File: src/rtl/sd_adc_defines.vh
// constants for the sigma-delta converter digital core
// assumes inclusion by the core only; its divider module does not include it
`ifndef SD_ADC_DEFINES_VH
`define SD_ADC_DEFINES_VH
`define WORD_W          16
`define MAG_W           14
`define CTRL_W          15
`define VALID_POS       15
`define DV2_POS         7
`define DV4_POS         8
`define CONV_LSB        9
`define CONV_MSB        12
`define CTRL_RESET      15'h0000
`define RESULT_RESET    16'h0000
`define SCLK_MAX_KHZ    2000
`define CLK_MHZ         125
`define SCLK_HALF_CYC   ((`CLK_MHZ * 1000) / (`SCLK_MAX_KHZ * 2))
`define BASE_CYCLES     16'h0400
`endif
File: src/rtl/osc_clock_divider.v
// oversampling tick generator: picks the source clock and divides by 1, 2 or 4
// assumes the source clock levels are already synchronised to clock_in
`timescale 1ns/1ns
`default_nettype none
module osc_clock_divider (
   // clock and reset
   input  wire       clock_in,
   input  wire       rst_in,
   // source levels
   input  wire       ext_clock_sync_in,
   input  wire       rc_clock_in,
   input  wire       oscillator_source_select_in,
   // divider setting
   input  wire       div2_in,
   input  wire       div4_in,
   // oversampling tick
   output reg        osc_tick_out
);
   reg        src_prev_q;
   reg  [1:0] div_cnt_q;
   wire       src_clk;
   wire       src_rise;
   wire [1:0] div_max;

   assign src_clk  = oscillator_source_select_in ? rc_clock_in : ext_clock_sync_in;
   assign src_rise = src_clk & ~src_prev_q;
   assign div_max  = div4_in ? 2'h3 : (div2_in ? 2'h1 : 2'h0);

   always @(posedge clock_in or posedge rst_in) begin
      if (rst_in) begin
         src_prev_q   <= 1'b0;
         div_cnt_q    <= 2'h0;
         osc_tick_out <= 1'b0;
      end else begin
         src_prev_q   <= src_clk;
         osc_tick_out <= 1'b0;
         if (src_rise) begin
            if (div_cnt_q >= div_max) begin
               div_cnt_q    <= 2'h0;
               osc_tick_out <= 1'b1;
            end else begin
               div_cnt_q <= div_cnt_q + 2'h1;
            end
         end
      end
   end
endmodule
`default_nettype wire

File: src/rtl/sd_adc_core.v
// digital core of a single-channel sigma-delta converter with static serial port
// assumes serial pins and the external clock pin are asynchronous to clock_in
`timescale 1ns/1ns
`default_nettype none
`include "sd_adc_defines.vh"
// Overview of operation
// - result is a 16-bit word: 14 magnitude bits, sign and overrange.
// - comparator sampled each oversampling tick into an up/down counter.
// - finished count loads a 16-bit result register at conversion end.
// - oversampling clock is the source divided by one, two or four.
// - select low: oscillator off, source clock taken from the clock pin.
// - select high: oscillator on unless control bit 1 powers it down, driven onto the clock pin as source.
// - shift order sign, overrange, then 14 magnitude bits msb first.
// - overrange set when the magnitude exceeded the reference level.
// - transfers only while chip select low, serial clock up to 2 MHz.
// - output bit changes on falling serial clock, sampled on rising.
// - input bit captured on rising serial clock edge.
// - conversion starts on chip select rise only when valid bit is 1.
// - chip select falling during conversion stops the conversion.
// - a word may be two bytes with any gap, chip select held low.
// - valid bit 1 copies the other 15 bits into the control register.
// - valid bit 0 leaves control unchanged and starts nothing.
// - all registers clear at reset except busy and the chip select synchroniser, which reset high; first transfer shifts out zeros.
// - busy low at conversion start, high at conversion end.
// - serial data output released whenever chip select is high.
module sd_adc_core #(
   parameter BASE_CYCLES = `BASE_CYCLES
) (
   // clock and reset
   input  wire        clock_in,
   input  wire        rst_in,
   // clock source pins
   input  wire        oscillator_source_select_in,
   input  wire        source_clock_pin_in,
   input  wire        rc_osc_in,
   output wire        source_clock_pin_out,
   output wire        source_clock_pin_oe_n_out,
   output wire        rc_osc_enable_out,
   // analog loop
   input  wire        comparator_in,
   input  wire        overrange_detect_in,
   // serial port
   input  wire        chip_select_n_in,
   input  wire        serial_clock_in,
   input  wire        serial_data_in,
   output reg         serial_data_out,
   output wire        serial_data_oe_n_out,
   // status and configuration
   output reg         busy_n_out,
   output reg  [14:0] control_out
);
   // pin order in the synchroniser bank
   localparam PIN_N    = 5;
   localparam PIN_CS   = 0;
   localparam PIN_SCK  = 1;
   localparam PIN_DIN  = 2;
   localparam PIN_SOURCE_CLOCK_PIN = 3;
   localparam PIN_RC   = 4;
   // chip select idles high, so its stages reset high to avoid a false fall
   localparam [4:0] PIN_IDLE = 5'h01;

   // conversion state
   localparam ST_IDLE = 1'b0;
   localparam ST_CONV = 1'b1;

   localparam [19:0] BASE_LEN = BASE_CYCLES[19:0];

   wire [PIN_N-1:0] pin_raw;
   wire [PIN_N-1:0] pin_agree;
   wire [PIN_N-1:0] pin_new;
   wire [PIN_N-1:0] pin_level;

   reg  [15:0] shift_q;
   reg  [15:0] result_q;
   reg  [15:0] count_q;
   reg  [19:0] len_q;
   reg         ovr_q;
   reg         state_q;
   reg         state_d;
   wire        converting;
   wire        osc_tick;
   wire        cs_fall;
   wire        cs_rise;
   wire        sck_rise;
   wire        sck_fall;
   wire        start_conv;
   wire        tick_conv;
   wire        end_conv;
   wire [15:0] count_next;
   wire [19:0] len_next;
   wire [19:0] conv_len;

   assign pin_raw = {rc_osc_in, source_clock_pin_in, serial_data_in,
                     serial_clock_in, chip_select_n_in};

   // three stages per pin; a change counts once stages two and three agree
   genvar g;
   generate
      for (g = 0; g < PIN_N; g = g + 1) begin : pin_sync
         reg [2:0] stage_q;
         reg       level_q;
         always @(posedge clock_in or posedge rst_in) begin
            if (rst_in) begin
               stage_q <= {3{PIN_IDLE[g]}};
               level_q <= PIN_IDLE[g];
            end else begin
               stage_q <= {stage_q[1:0], pin_raw[g]};
               if (stage_q[1] == stage_q[2])
                  level_q <= stage_q[2];
            end
         end
         assign pin_agree[g] = stage_q[1] == stage_q[2];
         assign pin_new[g]   = stage_q[2];
         assign pin_level[g] = level_q;
      end
   endgenerate

   assign cs_fall    = pin_agree[PIN_CS] & ~pin_new[PIN_CS] & pin_level[PIN_CS];
   assign cs_rise    = pin_agree[PIN_CS] & pin_new[PIN_CS] & ~pin_level[PIN_CS];
   assign sck_rise   = pin_agree[PIN_SCK] & pin_new[PIN_SCK] & ~pin_level[PIN_SCK];
   assign sck_fall   = pin_agree[PIN_SCK] & ~pin_new[PIN_SCK] & pin_level[PIN_SCK];
   assign converting = state_q == ST_CONV;
   assign start_conv = cs_rise & shift_q[`VALID_POS];
   assign tick_conv  = converting & osc_tick & ~cs_fall;
   assign count_next = comparator_in ? count_q + 16'h0001 : count_q - 16'h0001;
   assign len_next   = len_q + 20'h0_0001;
   assign end_conv   = tick_conv & (len_next >= conv_len);
   // one base block per step of the conversion field, plus one
   assign conv_len   = BASE_LEN * {16'h0000, control_out[`CONV_MSB:`CONV_LSB]} + BASE_LEN;

   // oscillator runs only when selected and not powered down
   assign rc_osc_enable_out         = oscillator_source_select_in & ~control_out[1];
   assign source_clock_pin_out      = rc_osc_in & rc_osc_enable_out;
   assign source_clock_pin_oe_n_out = ~oscillator_source_select_in;
   assign serial_data_oe_n_out      = pin_level[PIN_CS];

   osc_clock_divider u_div (
      .clock_in                    (clock_in),
      .rst_in                      (rst_in),
      .ext_clock_sync_in           (pin_level[PIN_SOURCE_CLOCK_PIN]),
      .rc_clock_in                 (pin_level[PIN_RC]),
      .oscillator_source_select_in (oscillator_source_select_in),
      .div2_in                     (control_out[`DV2_POS]),
      .div4_in                     (control_out[`DV4_POS]),
      .osc_tick_out                (osc_tick)
   );

   // serial shift register; data is static so any gap between bytes is fine
   always @(posedge clock_in or posedge rst_in) begin
      if (rst_in) begin
         shift_q         <= `RESULT_RESET;
         serial_data_out <= 1'b0;
      end else if (cs_fall) begin
         shift_q         <= result_q;
         serial_data_out <= result_q[15];
      end else if (!pin_level[PIN_CS]) begin
         if (sck_rise && !converting)
            shift_q <= {shift_q[14:0], pin_new[PIN_DIN]};
         if (sck_fall)
            serial_data_out <= shift_q[15];
      end
   end

   // a start always wins; chip select falling aborts a running conversion
   always @* begin
      state_d = state_q;
      case (state_q)
         ST_IDLE: begin
            if (start_conv)
               state_d = ST_CONV;
         end
         ST_CONV: begin
            if (start_conv)
               state_d = ST_CONV;
            else if (cs_fall)
               state_d = ST_IDLE;
            else if (end_conv)
               state_d = ST_IDLE;
         end
         default: state_d = ST_IDLE;
      endcase
   end

   always @(posedge clock_in or posedge rst_in) begin
      if (rst_in) begin
         state_q    <= ST_IDLE;
         busy_n_out <= 1'b1;
      end else begin
         state_q    <= state_d;
         busy_n_out <= state_d != ST_CONV;
      end
   end

   always @(posedge clock_in or posedge rst_in) begin
      if (rst_in)
         control_out <= `CTRL_RESET;
      else if (start_conv)
         control_out <= shift_q[14:0];
   end

   // up/down counter, length count and sticky overrange
   always @(posedge clock_in or posedge rst_in) begin
      if (rst_in) begin
         count_q <= 16'h0000;
         len_q   <= 20'h0_0000;
         ovr_q   <= 1'b0;
      end else if (start_conv) begin
         count_q <= 16'h0000;
         len_q   <= 20'h0_0000;
         ovr_q   <= 1'b0;
      end else if (tick_conv) begin
         count_q <= count_next;
         len_q   <= len_next;
         if (overrange_detect_in)
            ovr_q <= 1'b1;
      end
   end

   // sign, overrange, 14 magnitude bits in twos complement
   always @(posedge clock_in or posedge rst_in) begin
      if (rst_in) begin
         result_q <= `RESULT_RESET;
      end else if (end_conv) begin
         result_q <= {count_next[15], ovr_q | overrange_detect_in,
                      count_next[`MAG_W-1:0]};
      end
   end
endmodule
`default_nettype wire

File: config.mk
export PLATFORM = sky130hd
export DESIGN_NAME = sd_adc_core
export DESIGN_NICKNAME = d
export VERILOG_FILES = /design/src/rtl/osc_clock_divider.v /design/src/rtl/sd_adc_core.v
export VERILOG_INCLUDE_DIRS = /design/src /design/src/rtl
export SDC_FILE = /design/constraint.sdc
export NUM_CORES = 1
export LEC_CHECK = 0
export ABC_AREA = 1
export BUFFER_PORTS_ARGS = -buffer_cell sky130_fd_sc_hd__buf_2
export CORE_ASPECT_RATIO = 1.1
export CORE_MARGIN = 2
export CORE_UTILIZATION = 58
export CTS_BUF_LIST = sky130_fd_sc_hd__clkbuf_8 sky130_fd_sc_hd__clkbuf_16
export CTS_CLUSTER_SIZE = 16
export DETAILED_ROUTE_END_ITERATION = 10
export PLACE_DENSITY = 0.86
export SLEW_MARGIN = 20
export SYNTH_ARGS = -nofsm -noshare
export SYNTH_HDL_FRONTEND = slang
export SYNTH_SLANG_ARGS = --single-unit
export TNS_END_PERCENT = 30
File: constraint.sdc
create_clock -name clock_in -period 2.1 [get_ports clock_in]
set_clock_uncertainty 0.05 [all_clocks]
set_input_delay 0.21 -clock clock_in [delete_from_list [all_inputs] [get_ports clock_in]]
set_output_delay 0.21 -clock clock_in [all_outputs]
set_load 0.02 [all_outputs]
---- Word level (Yosys, flattened, before mapping) ----
Index checks and enable logic that the tools add are counted.
word-level totals
  output and inout port bits .............. 21
  word-level logic and storage cells ...... 48
  bits in registers ....................... 45
  input bits .............................. 10
cells by class
  reduce and logical (&&, ||, !) cells .... 6
  multiplexer cells ....................... 10
  bitwise logic cells ..................... 19
  equal/unequal tests ..................... 3
operator list
  operator                                      number
  two-way mux 16 bit                            3
  bitwise AND 1 bit                             11
  inverter 1 bit                                8
  two-way mux 1 bit                             6
  AND reduction 2 bit                           2
  nonzero test 2 bit                            2
  == test 1 bit                                 2
  inequality test 2 bit, second input constant  1
  one-hot mux 1 bit (2 select lines)            1
  logical AND 1 bit                             1
  zero test 1 bit                               1

---- Depth between registers and ports, before layout ----
Gate-level depths: netlist (run 1).
  depth after elaboration ................. 7
  gate-level depth with buffers ........... 7
  depth with buffers taken out ............ 6

---- Worst setup path after synthesis (run 1) ----
Ideal clock, no wire load.
  kind .................................... reg2reg
  from .................................... register pin_sync[0].stage_q[1]
  to ...................................... register shift_q[1]
  cell stages (with the launch flop) ...... 7
  clock period less this slack ............ 1370 ps
  path buffers ............................ 1
  data arrival time ....................... 1255 ps
  setup slack ............................. 730 ps
  setup time .............................. 65 ps
  required time ........................... 1985 ps
  path through ............................ dfstp_2 > inv_1 > ha_1 > nand2_1 > buf_2 > nand3_1 > nand2_1
on the way
  cells in the longest elaborated chain, start to end .. 5
  elaborated cells between the ends (all ways) .. 7
  classes of those cells .................. eq/ne: 2; mux: 1; bitwise: 2; reduce/logical: 2
RTL lines
  item                                                                          RTL line           RTL
  start, declared                                                               sd_adc_core.v:100  reg [2:0] stage_q;
  start signal, assigned                                                        sd_adc_core.v:104  stage_q <= {3{PIN_IDLE[g]}};
  start signal, assigned                                                        sd_adc_core.v:107  stage_q <= {stage_q[1:0], pin_raw[g]};
  == test 1 bit *                                                               sd_adc_core.v:112  assign pin_agree[g] = stage_q[1] == stage_q[2];
  bitwise AND 1 bit * (2 in a row)                                              sd_adc_core.v:118  assign cs_fall = pin_agree[PIN_CS] & ~pin_new[PIN_CS] & pin_level[PIN_CS];
  inequality test 2 bit (no line) / nonzero test 2 bit (equally long branches)  -
  AND reduction 2 bit (no line)                                                 -
  end signal, assigned                                                          sd_adc_core.v:151  shift_q <= `RESULT_RESET;
  end signal, assigned                                                          sd_adc_core.v:154  shift_q <= result_q;
  end signal, assigned                                                          sd_adc_core.v:158  shift_q <= {shift_q[14:0], pin_new[PIN_DIN]};
  end, declared                                                                 sd_adc_core.v:73   reg [15:0] shift_q;
Mark *: on every way between the ends. The rest lies on a longest branch, timed or not.
A chain may end at the register's enable or synchronous reset.

---- Worst setup path after layout (run 1) ----
  from .................................... register pin_sync[0].stage_q[1]
  to ...................................... register busy_n_out
on the way
  cells in the longest elaborated chain, start to end .. 7
  elaborated cells between the ends (all ways) .. 11
  classes of those cells .................. eq/ne: 1; mux: 4; bitwise: 6
RTL lines
  item                                                           RTL line                              RTL
  == test 1 bit *                                                sd_adc_core.v:112
  bitwise AND 1 bit, on equally long branches (2 in a row)       sd_adc_core.v:118, sd_adc_core.v:119
  two-way mux 1 bit / bitwise AND 1 bit (equally long branches)  sd_adc_core.v:175, sd_adc_core.v:123
  two-way mux 1 bit, on equally long branches                    sd_adc_core.v:173, sd_adc_core.v:169
  one-hot mux 1 bit (2 select lines) *                           sd_adc_core.v:167                     case (state_q)
  net state_d                                                    sd_adc_core.v:79                      reg state_d;
  inverter 1 bit *                                               sd_adc_core.v:190                     busy_n_out <= state_d != ST_CONV;
  end signal, assigned                                           sd_adc_core.v:187                     busy_n_out <= 1'b1;
  end signal, assigned                                           sd_adc_core.v:190
  end, declared                                                  sd_adc_core.v:49                      output reg busy_n_out,
Mark *: on every way through the listed nets, which the timed path passes. The rest lies on a longest branch.

==> qor.yml, run 1 <==
root_buffer: "clkbuf_8"
drc: 0
hpwl_um: 1990
rsz0062_at_grt: "no"
fillCellCount: 201
crit_chain: "inv_1 > ha_1 > nand2_1 > nand2_1 > o21ai_0 > inv_1"
cp_max_fo: 17
nets: 226
status: "finished, final reports clean"
fin_util: 0.734
ant_nets: 0
powerDensity_mw_per_mm2: 858
grt_start_max_net_pins: 46
max_cap_viol_count: 0
drv_slew: 0
syn-num-nets: 194
place.gp.congestion: 0.754
max_stage_delay_ps: 550
die-area_sq_mm: 0.00349
cp_slowest_cell: "dfstp_2"
first_pass_iters: 4
num_vias: 1230
grt_pass1_vias: 1135
crit_type: "reg -> reg"
fmax_ghz: 0.600
yosysTopAreaCell: "dfrtp_1"
ys_ff_latch: 45
yosysTopAreaCellShare: 0.569
hold_class: "reg -> reg"
grt_use_total: 0.189
die_w_um: 56.5
via_per_inst: 5.00
cp.required_ps: 2270
grt_overflow: 0
p_total_mw: 1.78
cts_buffers: 5
numPortBuffers: 27
row_count: 20
setup_violations: 0
final_common_cell: "nand2_1"
synth_cells: 180
setup_tns_ps: 0
pin_count: 31
relSlewSlack: 0.629
cp.arrival_ps: 1840
cts_setup_buffers: 0
cts_tree: "built"
worstMarginPinSlew_ps: 555
final_cell_mix: "nand2_1 (51), dfrtp_1 (40), buf_2 (27)"
cts_buffer_depth: 2
leakagePower_nw: 1.09
endpoint_kind: "flip-flop"
path_buf_inv: 2
place_ws_ps: 459
synth.avg_cell_area_sq_um: 9.78
clk_pin_slew_ps: 80
clkSinkCount: 45
ir_worst_vdd_v: 0.000649
antenna_cells: 0
initial_core_util: 0.623
synthDistinctLibCells: 17
coreArea_sq_mm: 0.00283
worst_slack_ps: 435
finalCritPeriodShare: 0.793
grt_pass1_wl_um: 4870
routedWlPerCell_um: 12.0
placed_area_sq_mm: 0.00190
min_period_ps: 1670
yosys_warnings: 0
synth_seq_area_share: 0.643
cp-start-kind: "flip-flop"
drive_above_1_share: 0.216
finalHoldViolCount: 0
fp.dieH_um: 61.8
routed_wl_um: 2960
synthTopCellsByArea: "dfrtp_1 (57%), nand2_1 (11%), dfstp_2 (7.5%)"
syn_area_sq_mm: 0.00176
critical-path-top-delay-family: "flip-flops"
grt_antenna_before_repair: 0
htreeDepth: 2
drt_iter0_markers: 56
stdcell_area_sq_mm: 0.00207
syn2layout_area_growth_pct: 17.8
clock_latency_ps: 300
power by group:
part           internal [mW]  switching [mW]
Sequential             0.901          0.0238
Clock                  0.472           0.277
Combinational         0.0358          0.0712
state kept, by name, indices dropped and copies added (netlist names):
name,count
shift_q,16
serial_data_out,1
pin_sync.level_q,1
busy_n_out,1
converting,1
pin_sync.stage_q,9
control_out,15
serial_data_oe_n_out,1
through the flow:
stage                     std cells  hold slack (ps)
final                           246              300
after global routing            246              308
after CTS                       246              302
after detailed placement        234              266
after global placement          234              267
after floorplan                 180              164
final cells by class:
type / count / area [sq um] / area share
clock inverter: 3 / 65.1 / 0.0314
tap: 33 / 41.3 / 0.0199
sequential: 45 / 1130 / 0.546
timing repair buffer: 33 / 190 / 0.0917
clock buffer: 5 / 68.8 / 0.0332
multi-input combinational: 100 / 475 / 0.229
inverter: 27 / 101 / 0.0489
Yosys cell counts:
cell	number
nor2_1	2
inv_1	26
nor2_2	1
dfstp_2	5
nor2_4	1
buf_4	2
ha_1	4
buf_6	1
nor3b_1	1
nand2_1	51
buf_2	5
o21ai_0	20
nand3_1	18
nand2_2	1
dfrtp_1	40
inv_2	1
a21oi_1	1
what timing repair did:
| action | CTS | global route |
|---|---|---|
| hold buffers | 4 | 0 |
| hold endpoints to repair | 43 | 0 |
| gates resized for setup | 0 | 0 |
cell families after synthesis:
group / synth area share
AOI/OAI and AO/OA: 0.0597
adders and majority gates: 0.0284
buffers and inverters: 0.0867
DFF: 0.643
and+or+nand+nor: 0.182
final timing paths:
path,from,endpoint,slack (ps),depth (start not counted)
worst max-delay path,pin_sync[0].stage_q[1]$_DFF_PP1_,busy_n_out$_DFF_PP1_,430,6
worst max register to register,pin_sync[0].stage_q[1]$_DFF_PP1_,busy_n_out$_DFF_PP1_,430,6
worst min-delay path,pin_sync[2].stage_q[1]$_DFF_PP0_,pin_sync[2].stage_q[2]$_DFF_PP0_,300,0
worst min register to register,pin_sync[2].stage_q[1]$_DFF_PP0_,pin_sync[2].stage_q[2]$_DFF_PP0_,300,0
max in group asynchronous,rst_in,pin_sync[0].stage_q[0]$_DFF_PP1_,1100,4
min in group asynchronous,rst_in,serial_data_out$_DFFE_PP0P_,530,4
metal layers:
layer  share of wire  wire, um  global-route usage
met5               0         0                   0
met3           0.054       159              0.0642
met4           0.012        36              0.0714
met1            0.42      1250               0.221
met2            0.51      1510               0.331
worst register-to-register path, delay by kind of cell, from the launching register on:
family,cells,cell delay [ps]
flip-flops,1,550
AND/OR/NAND/NOR,2,540
adder cells (fa/ha/maj),1,200
AO/OA/AOI/OAI,1,140
buffers and inverters,2,130
Note: power is estimated with default switching activity, not from simulation.
==> run 2: changes to the inputs <==
--- a/config.mk
+++ b/config.mk
@@ -6,15 +6,15 @@
 export SDC_FILE = /design/constraint.sdc
 export NUM_CORES = 1
 export LEC_CHECK = 0
-export ABC_AREA = 1
+export ABC_AREA = 0
 export BUFFER_PORTS_ARGS = -buffer_cell sky130_fd_sc_hd__buf_2
 export CORE_ASPECT_RATIO = 1.1
 export CORE_MARGIN = 2
-export CORE_UTILIZATION = 58
+export CORE_UTILIZATION = 54
 export CTS_BUF_LIST = sky130_fd_sc_hd__clkbuf_8 sky130_fd_sc_hd__clkbuf_16
 export CTS_CLUSTER_SIZE = 16
 export DETAILED_ROUTE_END_ITERATION = 10
-export PLACE_DENSITY = 0.86
+export PLACE_DENSITY = 0.82
 export SLEW_MARGIN = 20
 export SYNTH_ARGS = -nofsm -noshare
 export SYNTH_HDL_FRONTEND = slang
==> constraint.sdc (replaced) <==
create_clock -name clock_in -period 1.72 [get_ports clock_in]
set_clock_uncertainty 0.05 [all_clocks]
set_input_delay 0.172 -clock clock_in [delete_from_list [all_inputs] [get_ports clock_in]]
set_output_delay 0.172 -clock clock_in [all_outputs]
set_load 0.02 [all_outputs]
==> run 2 against run 1 <==
Synthesized cell count fell by 22%. Maximum frequency rose by 12%. Setup slack got worse by 200 ps. Worst hold slack improved by 6.4 ps. Critical path type unchanged. Critical endpoint is now control_out[1]$_DFFE_PP0P_.
==> qor.yml, run 2 <==
clock_latency_ps: 300  # about the same
endpoint_kind: "flip-flop"
grt_overflow: 0  # unchanged
drc: 0  # unchanged
clk_pin_slew_ps: 80  # about the same
syn_area_sq_mm: 0.00174  # -1.3%
synthTopCellsByArea: "dfrtp_1 (58%), mux2_2 (9.7%), nand2_1 (8.0%)"
cts_buffer_depth: 2  # unchanged
crit_chain: "ha_1 > nand3b_4 > mux2_2"
die-area_sq_mm: 0.00369  # +5.6%
final_cell_mix: "dfrtp_1 (40), nand2_1 (37), buf_2 (27)"
synth_cells: 141  # -22%
max_stage_delay_ps: 540  # about the same
max_cap_viol_count: 0  # unchanged
root_buffer: "clkbuf_8"
critical-path-top-delay-family: "flip-flops"
min_period_ps: 1480  # -181 ps
cts_resized: 0  # unchanged
setup_tns_ps: 0  # unchanged
pin_count: 31  # unchanged
final_common_cell: "dfrtp_1"
cts_buffers: 5  # unchanged
nets: 189  # -16%
leakagePower_nw: 1.07  # -1.2%
drt_iter0_markers: 31  # -45%
routed_wl_um: 2930  # -1.0%
clkSinkCount: 45  # unchanged
cts_tree: "built"
cp.required_ps: 1850  # -420 ps
num_vias: 1102  # -10%
syn2layout_area_growth_pct: 17.1
htreeDepth: 2  # unchanged
p_total_mw: 1.90  # +6.8%
synth.avg_cell_area_sq_um: 12.3  # +26%
largest-register: "shift_q"
status: "finished, final reports clean"
syn-num-nets: 155  # -20%
ant_nets: 0  # unchanged
hpwl_um: 1930  # -2.7%
largest_registers: "shift_q x16, control_out x15, pin_sync.stage_q x9"
hold_start: "pin_sync[2].stage_q[0]$_DFF_PP0_"
via_per_inst: 5.25  # +5.0%
rsz0062_at_grt: "no"
cp-startpoint: "pin_sync[0].stage_q[1]$_DFF_PP1_"
ir_worst_vdd_v: 0.000729  # +12%
row_count: 21  # +5.0%
grt_start_max_net_pins: 33  # -28%
yosysTopAreaCellShare: 0.576  # +0.00737
synthDistinctLibCells: 18  # +1
place.gp.congestion: 0.696  # -7.7%
crit_type: "reg -> reg"
grt_pass1_wl_um: 5020  # +3.1%
synthFlopType: "dfrtp_1"
cp.arrival_ps: 1620  # -220 ps
synthTopCellsByCount: "dfrtp_1 (40), nand2_1 (37), o21ai_0 (17)"
initial_core_util: 0.570  # -0.0524
r2r-start: "pin_sync[0].stage_q[1]$_DFF_PP1_"
cp_max_fo: 17  # unchanged
cp_slowest_cell: "dfstp_2"
routedWlPerCell_um: 13.9  # +16%
yosys_warnings: 0  # unchanged
antenna_cells: 0  # unchanged
grt_antenna_before_repair: 0  # unchanged
coreArea_sq_mm: 0.00305  # +7.8%
path_buf_inv: 0  # -2
powerDensity_mw_per_mm2: 935  # +8.9%
fmax_ghz: 0.674  # +12%
largest_reg_flops: 16  # unchanged
grt_use_total: 0.188  # -0.000777
async_flop_share: 1.00  # unchanged
hold_class: "reg -> reg"
numPortBuffers: 27  # unchanged
drive_above_1_share: 0.330  # +0.114
cp-start-kind: "flip-flop"
yosysTopAreaCell: "dfrtp_1"
first_pass_iters: 4  # unchanged
finalHoldViolCount: 0  # unchanged
worstMarginPinSlew_ps: 652  # +97.2 ps
relSlewSlack: 0.562  # -0.0666
setup_violations: 0  # unchanged
synth_seq_area_share: 0.652  # +0.00834
grt_pass1_vias: 1118  # -1.5%
finalCritPeriodShare: 0.863  # +0.0701
die_w_um: 58.1  # +2.8%
drv_slew: 0  # unchanged
synth_enable_flop_cells: 0  # unchanged
ys_ff_latch: 45  # unchanged
fillCellCount: 245  # +22%
fp.dieH_um: 63.5  # +2.8%
synth_most_common_cell: "dfrtp_1"
-- run 2: cell types whose count changed after synthesis, moves of 3 or more --
cell,previous run,this run
inv_1,26,6
mux2_2,0,15
nand2_1,51,37
nand3_1,18,0
o21ai_0,20,17
o21ai_1,0,3
-- run 2: metal layers --
metal  vias to the layer above  GRT usage  wire [um]
met3                         6     0.0493        104
met2                        25      0.301       1510
met5                         -          0          0
li1                        528          -          -
met1                       543      0.229       1240
met4                         0      0.105         72
-- run 2: per-stage QoR --
step,worst slack (ps),std cells,utilization,hold slack [ps],cell area (sq um)
floorplan,233,141,-,126,1740
global placement,258,198,0.625,144,1900
detailed placement,229,198,0.625,156,1900
CTS,207,210,0.667,309,2030
global route,151,210,0.667,309,2030
finish,235,210,0.667,307,2030
-- run 2: repair_timing --
| action | in CTS | in global routing |
|---|---|---|
| setup buffers | 0 | 0 |
| endpoints found under the hold margin | 16 | 0 |
| hold buffers | 4 | 0 |
| setup endpoints to repair | 0 | 0 |
-- run 2: area by class of cell --
class	instances	area [sq um]	share of cell area
clock buffer	6	82.6	0.0406
clock inverter	2	7.51	0.00369
multi-input combinational	83	537	0.264
sequential	45	1130	0.557
inverter	6	22.5	0.0111
timing repair buffer	34	210	0.103
tap	34	42.5	0.0209
-- run 2: worst paths after layout --
check / end / slack, ps / depth (start not counted)
worst min register to register: pin_sync[2].stage_q[1]$_DFF_PP0_ / 310 / 0
min in group asynchronous: pin_sync[1].stage_q[2]$_DFF_PP0_ / 380 / 3
max in group asynchronous: busy_n_out$_DFF_PP1_ / 660 / 4
worst max register to register: control_out[1]$_DFFE_PP0P_ / 240 / 3
worst max-delay path: control_out[1]$_DFFE_PP0P_ / 240 / 3
worst min-delay path: pin_sync[2].stage_q[1]$_DFF_PP0_ / 310 / 0
-- run 2: cells by family after synthesis --
group,after synthesis,synth area share
adder cells (fa/ha/maj),4,0.0288
flip-flops,45,0.652
multiplexers,16,0.103
AND/OR/NAND/NOR,42,0.115
buffers and inverters,13,0.0396
AO/OA/AOI/OAI,21,0.0619
-- run 2: worst register-to-register path, delay by kind of cell, from the launching register on --
kind,cells,cell delay [ps]
mux,1,360
flops,1,540
simple gates,1,230
fa+ha+maj,1,190
-- run 2: power by group --
part           switching (mW)  total [mW]  internal (mW)
clock network           0.336       0.652          0.316
registers              0.0316        1.13           1.10
logic                  0.0723       0.119         0.0466
